## src/drss_pkg.sv

```systemverilog
package drss_pkg;

  // Register byte offsets
  localparam logic [7:0] CTRL_OFS       = 8'h00;
  localparam logic [7:0] STOP_SPEED_OFS = 8'h04;
  localparam logic [7:0] STOP_TIME_OFS  = 8'h08;
  localparam logic [7:0] WAKE_DELAY_OFS = 8'h0c;
  localparam logic [7:0] START_FREQ_OFS = 8'h10;
  localparam logic [7:0] STATUS_OFS     = 8'h14;

  // Control register field positions
  localparam int CTRL_SW_RUN_BIT  = 0;
  localparam int CTRL_SRC_TERM    = 1;
  localparam int CTRL_SVC_BIT     = 2;
  localparam int CTRL_DET_SRC_BIT = 3;
  localparam int CTRL_GUARD_BIT   = 4;
  localparam int CTRL_ACT_LSB     = 5;
  localparam int CTRL_DIR_LSB     = 7;
  localparam int CTRL_SW_DIR_BIT  = 9;

  // Reset values, frequencies in 0.01 Hz, stop time in 0.01 s, wake delay in 0.1 s
  localparam logic [15:0] STOP_SPEED_RST = 16'h0032;
  localparam logic [15:0] STOP_SPEED_MAX = 16'h2710;
  localparam logic [15:0] STOP_TIME_RST  = 16'h0032;
  localparam logic [15:0] STOP_TIME_MAX  = 16'h2710;
  localparam logic [15:0] WAKE_DELAY_RST = 16'h0000;
  localparam logic [15:0] START_FREQ_RST = 16'h0000;
  localparam logic [1:0]  ACT_RST        = 2'h0;
  localparam logic [1:0]  DIR_MODE_RST   = 2'h0;

  // Below-limit actions and direction switching modes
  localparam logic [1:0] ACT_RUN_AT_LIMIT = 2'h0;
  localparam logic [1:0] ACT_STOP         = 2'h1;
  localparam logic [1:0] ACT_SLEEP        = 2'h2;
  localparam logic [1:0] DIR_AT_ZERO      = 2'h0;
  localparam logic [1:0] DIR_AT_START     = 2'h1;
  localparam logic [1:0] DIR_AT_STOP      = 2'h2;

  // Timing: base tick of 10 ms, wake tick of ten base ticks
  localparam int CLK_PERIOD_NS    = 50;
  localparam int TICK_MS          = 10;
  localparam int TICK_CYCLES_DFLT = TICK_MS * 1000000 / CLK_PERIOD_NS;
  localparam logic [3:0] WAKE_TICK_DIV = 4'ha;

  typedef struct packed {
    logic       sw_dir;
    logic [1:0] direction_switch_mode;
    logic [1:0] below_limit_action_sel;
    logic       powerup_terminal_run_guard;
    logic       stop_detect_source_sel;
    logic       svc_mode;
    logic       cmd_src_terminal;
    logic       sw_run;
  } drss_ctrl_s;

  typedef enum logic [2:0] {ST_INIT, ST_STOP, ST_RUN, ST_STANDBY, ST_PROTECT} drss_state_e;

endpackage : drss_pkg

```

## src/drss_hold_timer.sv

```systemverilog
`timescale 1ns/100ps
module drss_hold_timer
  import drss_pkg::*;
(
  input  wire logic        sys_clk,
  input  wire logic        rst_n,
  input  wire logic        clk_en,
  input  wire logic        cond,
  input  wire logic        tick,
  input  wire logic [15:0] limit,
  output logic             done
);

  logic [15:0] cnt_reg;
  logic        done_reg;

  // Any lapse of the condition restarts the count
  always_ff @(posedge sys_clk) begin
    if (!rst_n) begin
      cnt_reg <= 16'h0000;
    end else if (clk_en) begin
      if (!cond) begin
        cnt_reg <= 16'h0000;
      end else if (tick && cnt_reg < limit) begin
        cnt_reg <= cnt_reg + 16'h0001;
      end
    end
  end

  always_ff @(posedge sys_clk) begin
    if (!rst_n) begin
      done_reg <= 1'b0;
    end else if (clk_en) begin
      done_reg <= cond && (cnt_reg >= limit);
    end
  end

  assign done = done_reg;
endmodule : drss_hold_timer

```

## src/drss_supervisor.sv

```systemverilog
`timescale 1ns/100ps
module drss_supervisor
  import drss_pkg::*;
#(
  parameter int unsigned TICK_CYCLES = TICK_CYCLES_DFLT
)(
  input  wire logic        sys_clk,
  input  wire logic        rst_n,
  input  wire logic        clk_en,
  input  wire logic [7:0]  paddr,
  input  wire logic        psel,
  input  wire logic        penable,
  input  wire logic        pwrite,
  input  wire logic [31:0] pwdata,
  output logic      [31:0] prdata,
  output logic             pready,
  output logic             pslverr,
  input  wire logic        run_terminal,
  input  wire logic        dir_terminal,
  input  wire logic [15:0] set_freq,
  input  wire logic [15:0] fb_freq,
  input  wire logic [15:0] lower_limit,
  output logic             drive_en,
  output logic      [15:0] freq_cmd,
  output logic             dir_out,
  output logic             standby,
  output logic             stop_reached,
  output logic             run_protected
);

  ////////////////////////////////////////////////////////////////////////////
  // Register file

  drss_ctrl_s  ctrl_reg;
  logic [15:0] thr_reg;
  logic [15:0] stime_reg;
  logic [15:0] wake_reg;
  logic [15:0] start_reg;
  logic [31:0] prdata_reg;
  logic        pready_reg;
  logic        pslverr_reg;
  drss_state_e state_reg;
  drss_state_e state_next;
  logic        drive_en_reg;
  logic [15:0] freq_cmd_reg;
  logic        dir_reg;
  logic        stop_done;
  logic        wake_done;
  logic        cfg_done_reg;

  function automatic logic addr_mapped(input logic [7:0] a);
    addr_mapped = (a == CTRL_OFS) || (a == STOP_SPEED_OFS) || (a == STOP_TIME_OFS) ||
                  (a == WAKE_DELAY_OFS) || (a == START_FREQ_OFS) || (a == STATUS_OFS);
  endfunction : addr_mapped

  // Out-of-range writes saturate instead of wrapping to a tiny value
  function automatic logic [15:0] clamp(input logic [15:0] v, input logic [15:0] mx);
    clamp = (v > mx) ? mx : v;
  endfunction : clamp

  logic acc_setup;
  logic acc_done;
  logic wr_en;
  assign acc_setup = psel && penable && !pready_reg;
  assign acc_done  = psel && penable && pready_reg;
  assign wr_en     = acc_done && pwrite && addr_mapped(paddr);

  always_ff @(posedge sys_clk) begin
    if (!rst_n) begin
      pready_reg  <= 1'b0;
      pslverr_reg <= 1'b0;
    end else if (clk_en) begin
      pready_reg  <= acc_setup;
      pslverr_reg <= acc_setup && !addr_mapped(paddr);
    end
  end

  always_ff @(posedge sys_clk) begin
    if (!rst_n) begin
      ctrl_reg  <= '{sw_dir: 1'b0, direction_switch_mode: DIR_MODE_RST, below_limit_action_sel: ACT_RST,
                     powerup_terminal_run_guard: 1'b0, stop_detect_source_sel: 1'b0, svc_mode: 1'b0,
                     cmd_src_terminal: 1'b0, sw_run: 1'b0};
      thr_reg   <= STOP_SPEED_RST;
      stime_reg <= STOP_TIME_RST;
      wake_reg  <= WAKE_DELAY_RST;
      start_reg <= START_FREQ_RST;
      cfg_done_reg <= 1'b0;
    end else if (clk_en && wr_en) begin
      case (paddr)
        CTRL_OFS: begin
          ctrl_reg     <= drss_ctrl_s'(pwdata[9:0]);
          cfg_done_reg <= 1'b1;
        end
        STOP_SPEED_OFS: thr_reg   <= clamp(pwdata[15:0], STOP_SPEED_MAX);
        STOP_TIME_OFS:  stime_reg <= clamp(pwdata[15:0], STOP_TIME_MAX);
        WAKE_DELAY_OFS: wake_reg  <= pwdata[15:0];
        START_FREQ_OFS: start_reg <= pwdata[15:0];
        default:        ;
      endcase
    end
  end

  always_ff @(posedge sys_clk) begin
    if (!rst_n) begin
      prdata_reg <= 32'h0000_0000;
    end else if (clk_en && acc_setup) begin
      case (paddr)
        CTRL_OFS:       prdata_reg <= {22'h00_0000, ctrl_reg};
        STOP_SPEED_OFS: prdata_reg <= {16'h0000, thr_reg};
        STOP_TIME_OFS:  prdata_reg <= {16'h0000, stime_reg};
        WAKE_DELAY_OFS: prdata_reg <= {16'h0000, wake_reg};
        START_FREQ_OFS: prdata_reg <= {16'h0000, start_reg};
        STATUS_OFS:     prdata_reg <= {24'h00_0000, dir_reg, stop_done, drive_en_reg,
                                       (state_reg == ST_PROTECT), (state_reg == ST_STANDBY),
                                       3'(state_reg)};
        default:        prdata_reg <= 32'h0000_0000;
      endcase
    end
  end

  ////////////////////////////////////////////////////////////////////////////
  // Time base: 10 ms ticks for stop detection, 100 ms ticks for wake-up

  logic [31:0] tick_cnt_reg;
  logic [3:0]  deci_cnt_reg;
  logic        tick_10ms;
  logic        tick_100ms;
  assign tick_10ms  = (tick_cnt_reg == 32'(TICK_CYCLES - 1));
  assign tick_100ms = tick_10ms && (deci_cnt_reg == WAKE_TICK_DIV - 4'h1);

  always_ff @(posedge sys_clk) begin
    if (!rst_n) begin
      tick_cnt_reg <= 32'h0000_0000;
    end else if (clk_en) begin
      tick_cnt_reg <= tick_10ms ? 32'h0000_0000 : tick_cnt_reg + 32'h0000_0001;
    end
  end

  always_ff @(posedge sys_clk) begin
    if (!rst_n) begin
      deci_cnt_reg <= 4'h0;
    end else if (clk_en && tick_10ms) begin
      deci_cnt_reg <= (deci_cnt_reg == WAKE_TICK_DIV - 4'h1) ? 4'h0 : deci_cnt_reg + 4'h1;
    end
  end

  ////////////////////////////////////////////////////////////////////////////
  // Stop speed detection and wake qualification

  logic [15:0] det_speed;
  logic        below;
  logic        above;
  assign det_speed = (ctrl_reg.stop_detect_source_sel && !ctrl_reg.svc_mode) ? fb_freq : set_freq;
  assign below     = (lower_limit != 16'h0000) && (set_freq < lower_limit);
  assign above     = set_freq > lower_limit;

  drss_hold_timer u_stop_timer (
    .sys_clk (sys_clk),
    .rst_n   (rst_n),
    .clk_en  (clk_en),
    .cond    (det_speed <= thr_reg),
    .tick    (tick_10ms),
    .limit   (stime_reg),
    .done    (stop_done)
  );

  drss_hold_timer u_wake_timer (
    .sys_clk (sys_clk),
    .rst_n   (rst_n),
    .clk_en  (clk_en),
    .cond    (above),
    .tick    (tick_100ms),
    .limit   (wake_reg),
    .done    (wake_done)
  );

  ////////////////////////////////////////////////////////////////////////////
  // Run supervision

  logic run_cmd;
  logic sleep_act;
  assign run_cmd   = ctrl_reg.cmd_src_terminal ? run_terminal : ctrl_reg.sw_run;
  assign sleep_act = (ctrl_reg.below_limit_action_sel == ACT_STOP) ||
                     (ctrl_reg.below_limit_action_sel == ACT_SLEEP);

  always_comb begin
    state_next = state_reg;
    case (state_reg)
      ST_INIT: begin
        // Initialisation ends with the first control word; the terminal is sampled then, not before
        if (!cfg_done_reg) begin
          state_next = ST_INIT;
        end else if (ctrl_reg.cmd_src_terminal && run_terminal && !ctrl_reg.powerup_terminal_run_guard) begin
          state_next = ST_PROTECT;
        end else if (run_cmd) begin
          state_next = (below && sleep_act) ? ST_STANDBY : ST_RUN;
        end else begin
          state_next = ST_STOP;
        end
      end
      ST_PROTECT: begin
        if (!run_terminal || !ctrl_reg.cmd_src_terminal) begin
          state_next = ST_STOP;
        end
      end
      ST_STOP: begin
        if (run_cmd) begin
          state_next = (below && sleep_act) ? ST_STANDBY : ST_RUN;
        end
      end
      ST_RUN: begin
        if (!run_cmd) begin
          state_next = ST_STOP;
        end else if (below && sleep_act) begin
          state_next = ST_STANDBY;
        end
      end
      ST_STANDBY: begin
        if (!run_cmd) begin
          state_next = ST_STOP;
        end else if (wake_done && !below) begin
          state_next = ST_RUN;
        end
      end
      default: state_next = ST_INIT;
    endcase
  end

  always_ff @(posedge sys_clk) begin
    if (!rst_n) begin
      state_reg <= ST_INIT;
    end else if (clk_en) begin
      state_reg <= state_next;
    end
  end

  always_ff @(posedge sys_clk) begin
    if (!rst_n) begin
      drive_en_reg <= 1'b0;
    end else if (clk_en) begin
      drive_en_reg <= (state_next == ST_RUN);
    end
  end

  ////////////////////////////////////////////////////////////////////////////
  // Direction switching; a pending reversal forces zero speed so the ramp slows first

  logic dir_req;
  logic dir_ok;
  logic dir_pending;
  assign dir_req     = ctrl_reg.cmd_src_terminal ? dir_terminal : ctrl_reg.sw_dir;
  assign dir_pending = dir_req != dir_reg;

  always_comb begin
    case (ctrl_reg.direction_switch_mode)
      DIR_AT_ZERO:  dir_ok = (det_speed == 16'h0000);
      DIR_AT_START: dir_ok = (det_speed <= start_reg);
      DIR_AT_STOP:  dir_ok = stop_done;
      default:      dir_ok = (det_speed == 16'h0000);
    endcase
  end

  always_ff @(posedge sys_clk) begin
    if (!rst_n) begin
      dir_reg <= 1'b0;
    end else if (clk_en && dir_pending && (dir_ok || state_reg != ST_RUN)) begin
      dir_reg <= dir_req;
    end
  end

  always_ff @(posedge sys_clk) begin
    if (!rst_n) begin
      freq_cmd_reg <= 16'h0000;
    end else if (clk_en) begin
      if (state_next != ST_RUN || dir_pending) begin
        freq_cmd_reg <= 16'h0000;
      end else if (below && ctrl_reg.below_limit_action_sel == ACT_RUN_AT_LIMIT) begin
        freq_cmd_reg <= lower_limit;
      end else begin
        freq_cmd_reg <= set_freq;
      end
    end
  end

  assign prdata        = prdata_reg;
  assign pready        = pready_reg;
  assign pslverr       = pslverr_reg;
  assign drive_en      = drive_en_reg;
  assign freq_cmd      = freq_cmd_reg;
  assign dir_out       = dir_reg;
  assign standby       = (state_reg == ST_STANDBY);
  assign stop_reached  = stop_done;
  assign run_protected = (state_reg == ST_PROTECT);
endmodule : drss_supervisor

```

## config.mk

```make
export PLATFORM = sky130hd
export DESIGN_NAME = drss_supervisor
export DESIGN_NICKNAME = d
export VERILOG_FILES = /design/src/drss_pkg.sv /design/src/drss_hold_timer.sv /design/src/drss_supervisor.sv
export SDC_FILE = /design/constraint.sdc
export NUM_CORES = 1
export LEC_CHECK = 0
export BUFFER_PORTS_ARGS = -buffer_cell sky130_fd_sc_hd__clkbuf_2
export CORE_MARGIN = 10
export CORE_UTILIZATION = 60
export CTS_CLUSTER_DIAMETER = 150
export CTS_CLUSTER_SIZE = 40
export DETAILED_ROUTE_END_ITERATION = 10
export PLACE_DENSITY = 0.9
export SYNTH_ARGS = -nofsm -noshare
export SYNTH_HDL_FRONTEND = slang
export SYNTH_HIERARCHICAL = 1
export SYNTH_SLANG_ARGS = --single-unit
```

## constraint.sdc

```tcl
create_clock -name sys_clk -period 7.7 [get_ports sys_clk]
set_clock_uncertainty 0.1 [all_clocks]
set_input_delay 1.54 -clock sys_clk [delete_from_list [all_inputs] [get_ports sys_clk]]
set_output_delay 1.54 -clock sys_clk [all_outputs]
set_load 0.1 [all_outputs]
```

==> impl_metrics.toml <==
[place]
dpl_cell_area_um2 = 11590
place.gp.congestion = 0.9754
numPortBuffers = 118
dpl.cell_count = 1684
post-dp-hpwl_mm = 23.78
dpl_worst_slack_ps = 1821

[final_layout]
largest_reg_flops = 32
drive_above_1_share = 0.1419
fin_cells = 1716
num_antenna_cells = 0
nets = 1656
finalInstanceArea_um2 = 12200
syn2layout_area_growth_pct = 10.98

[timing]
final-hold-violation-count = 0
slew_violations = 0
relSlewSlack = 0.1644
setup_viol = 0
tightestPinTransition_ps = 1240
fmaxAchievable_mhz = 177.3
setup_tns_ps = 0
post-route-min-period_ps = 5641
rsz0062_at_grt = "no"
setup_ws_ps = 2059
period_share = 0.7326

[worst_setup_path]
critPathKind = "input port to register"
critPathRequiredTime_ps = 7980
cp-end-kind = "register"
critPathMaxFanout = 13
critPathArrivalTime_ps = 5920
path_common_cell = "o41ai_1"
max_stage_delay_ps = 850
start_kind = "input port"
path_cells = "clkbuf_2 > mux2_2 > ha_1 > nor2b_1 > o21a_1 > o21a_1 > o41ai_1 > a21oi_1 > o41ai_1 > and2_1 > nand3_1 > nor4_4 > nand3_2 > o41ai_1 > a21o_1"
crit_slowest_cell = "o41ai_1"

[synthesis]
synthDominantCellAreaShare = 0.3352
synth-xor-area-share = 0.02391
synthAdderAreaFrac = 0.09792
synth_top_family_by_area = "simple AND/OR/NAND/NOR gates"
synth_edf_count = 0
synthTopCellsByArea = "dfxtp_1, ha_1, nand2_1, a21oi_1, nor2_1"
ys.flop_type = "dfxtp_1"
synth-simple-area-share = 0.2447
yosys_warnings = 6
synthCells = 1390
synth.area.mux_share = 0.04281
ys_seq_elements = 184
syn_area_per_cell_um2 = 7.906
synth_compound_area_frac = 0.1843
yosys.area.top_type = "dfxtp_1"
synth-seq-area-share = 0.3352
synth_cell_types = 71
async_flop_share = 0
syn_area_um2 = 10990

[pwr]
p_leak_uw = 0.004693
powerDensity_nw_per_um2 = 174.0
irDropWorstVdd_v = 0.0001844

[routing]
first_iter_violations = 1483
drt_wl_total_mm = 31.93
route.detailed.drc = 0
first_pass_iters = 9
wire_per_inst_um = 18.61
drt.antenna.violating_nets = 0
routed_via_density = 6.253
vias = 10730

[worst_hold_path]
min_path_type = "register to register"

[clock_tree]
cts_max_path_buffers = 2
cts_hold_buf = 0
root_buffer = "clkbuf_16"
ctsResizeCount = 0
clock_sinks = 184
cts_tree = "yes"
cts_buffers = 17
post_cts_buffers = 0
clkLatencyLatePin_ps = 440
htree_levels = 4
path_clk_slew_ps = 80

[run]
drv_cap = 0

[floorplanning]
die_x_um = 155.3
pin_count = 151
start_util = 0.6118
dieArea_um2 = 24130
core-area_um2 = 17960
row_count = 49
die_h_um = 155.3

[global_route]
grt_max_degree = 84
grt_pass1_vias = 10430
antenna_found_initial = 0
grt_overflow_total = 0
grt_pass1_wl_mm = 51.78
grt_use_total = 0.2575

[status]
outcome = "finished clean"
==> through the flow <==
step | hold slack [ps] | util | total power [uW]
finish | 354.7 | 0.6789 | 2122
global route | 393.2 | 0.6789 | 2186
CTS | 360.5 | 0.6789 | 2122
detailed placement | 341.9 | 0.6454 | 1247
global placement | 334.1 | 0.6454 | 1241
floorplan | 336.4 | - | 1178
==> Yosys cell counts, types with 7 or more instances <==
cell,count
nor2_1,117
and3_1,9
nor4_1,19
or3_1,11
mux2i_1,29
nand3_1,47
nand4_1,26
o21ai_0,76
and2_1,13
ha_1,86
a211oi_1,16
a221oi_1,14
a22oi_1,20
mux2_2,16
nor3_1,22
nor2b_1,9
o22a_1,16
nand2b_1,7
buf_1,7
xnor2_1,19
a21oi_1,109
clkbuf_1,40
buf_2,7
inv_1,107
nand2_1,218
xor2_1,11
dfxtp_1,184
o211ai_1,10
buf_4,16
==> path summary, 6_finish.rpt <==
| check | from | to | slack (ps) | cells after the start |
|---|---|---|---|---|
| worst max-delay path | set_freq[1] | u_stop_timer/cnt_reg[14] | 2060 | 15 |
| worst min-delay path | freq_cmd[11] | freq_cmd[11] | 350 | 2 |
| worst max register to register | ctrl_reg[3] | u_stop_timer/cnt_reg[14] | 2390 | 16 |
| worst min register to register | freq_cmd[11] | freq_cmd[11] | 350 | 2 |
==> worst max-delay path: cells and delay by family <==
family                   cells  cell delay, ps
AO/OA/AOI/OAI                7            2190
adder cells (fa/ha/maj)      1             290
multiplexers                 1             310
AND/OR/NAND/NOR              5            1460
buffers and inverters        1             130
==> cells in the final DEF, fill, tap and decap left out, types with 5 or more instances in the layout <==
cell | netlist | routed
mux2i_1 | 29 | 29
nand4_1 | 26 | 26
a211oi_1 | 16 | 16
dfxtp_1 | 184 | 184
nand2_1 | 218 | 218
nor4_1 | 19 | 19
xor2_1 | 11 | 11
nor3_1 | 22 | 22
ha_1 | 86 | 86
o21a_1 | 5 | 5
mux2_2 | 16 | 16
a221oi_1 | 14 | 14
clkbuf_2 | 0 | 118
a21oi_1 | 109 | 109
nor4_4 | 6 | 6
o211ai_1 | 10 | 10
inv_1 | 107 | 106
o22a_1 | 16 | 16
a22oi_1 | 20 | 20
nor2b_1 | 9 | 9
o21ai_0 | 76 | 76
a21boi_0 | 5 | 5
and2_1 | 13 | 13
nand3_1 | 47 | 47
and4_1 | 6 | 6
buf_4 | 16 | 6
a22o_1 | 5 | 5
or3_1 | 11 | 11
nor2_1 | 117 | 116
xnor2_1 | 19 | 19
conb_1 | 1 | 16
clkbuf_16 | 0 | 17
nand2b_1 | 7 | 7
nor3_2 | 6 | 6
and3_1 | 9 | 9
==> cell type report <==
| type | instances | area (um^2) |
|---|---|---|
| Multi-Input combinational cell | 1040 | 6586 |
| Sequential cell | 184 | 3684 |
| Inverter | 107 | 401.6 |
| Timing Repair Buffer | 124 | 635.6 |
| Clock buffer | 17 | 425.4 |
| Clock inverter | 15 | 176.4 |
| Tap cell | 229 | 286.5 |
| Fill cell | 1402 | 5768 |
==> layer usage <==
metal,track usage,vias up,wire length (um)
met2,0.4301,612,15010
met5,0,-,0
li1,-,5033,-
met4,0.1145,0,1342
met3,0.05652,122,3238
met1,0.3104,4964,12340
==> cells by family after synthesis <==
| family | after synthesis |
|---|---|
| xor gates and xnor gates | 30 |
| DFF | 184 |
| and+or+nand+nor | 543 |
| other | 1 |
| AOI/OAI and AO/OA | 320 |
| buffers and inverters | 181 |
| muxes | 45 |
| adders and majority gates | 86 |
==> power by group <==
group | switching (uW) | total [uW] | internal [uW]
clock | 424 | 890 | 466
sequential | 9.17 | 969 | 960
combinational | 192 | 264 | 72.2
total | 625 | 2120 | 1500
(Power assumes the default switching activity.)
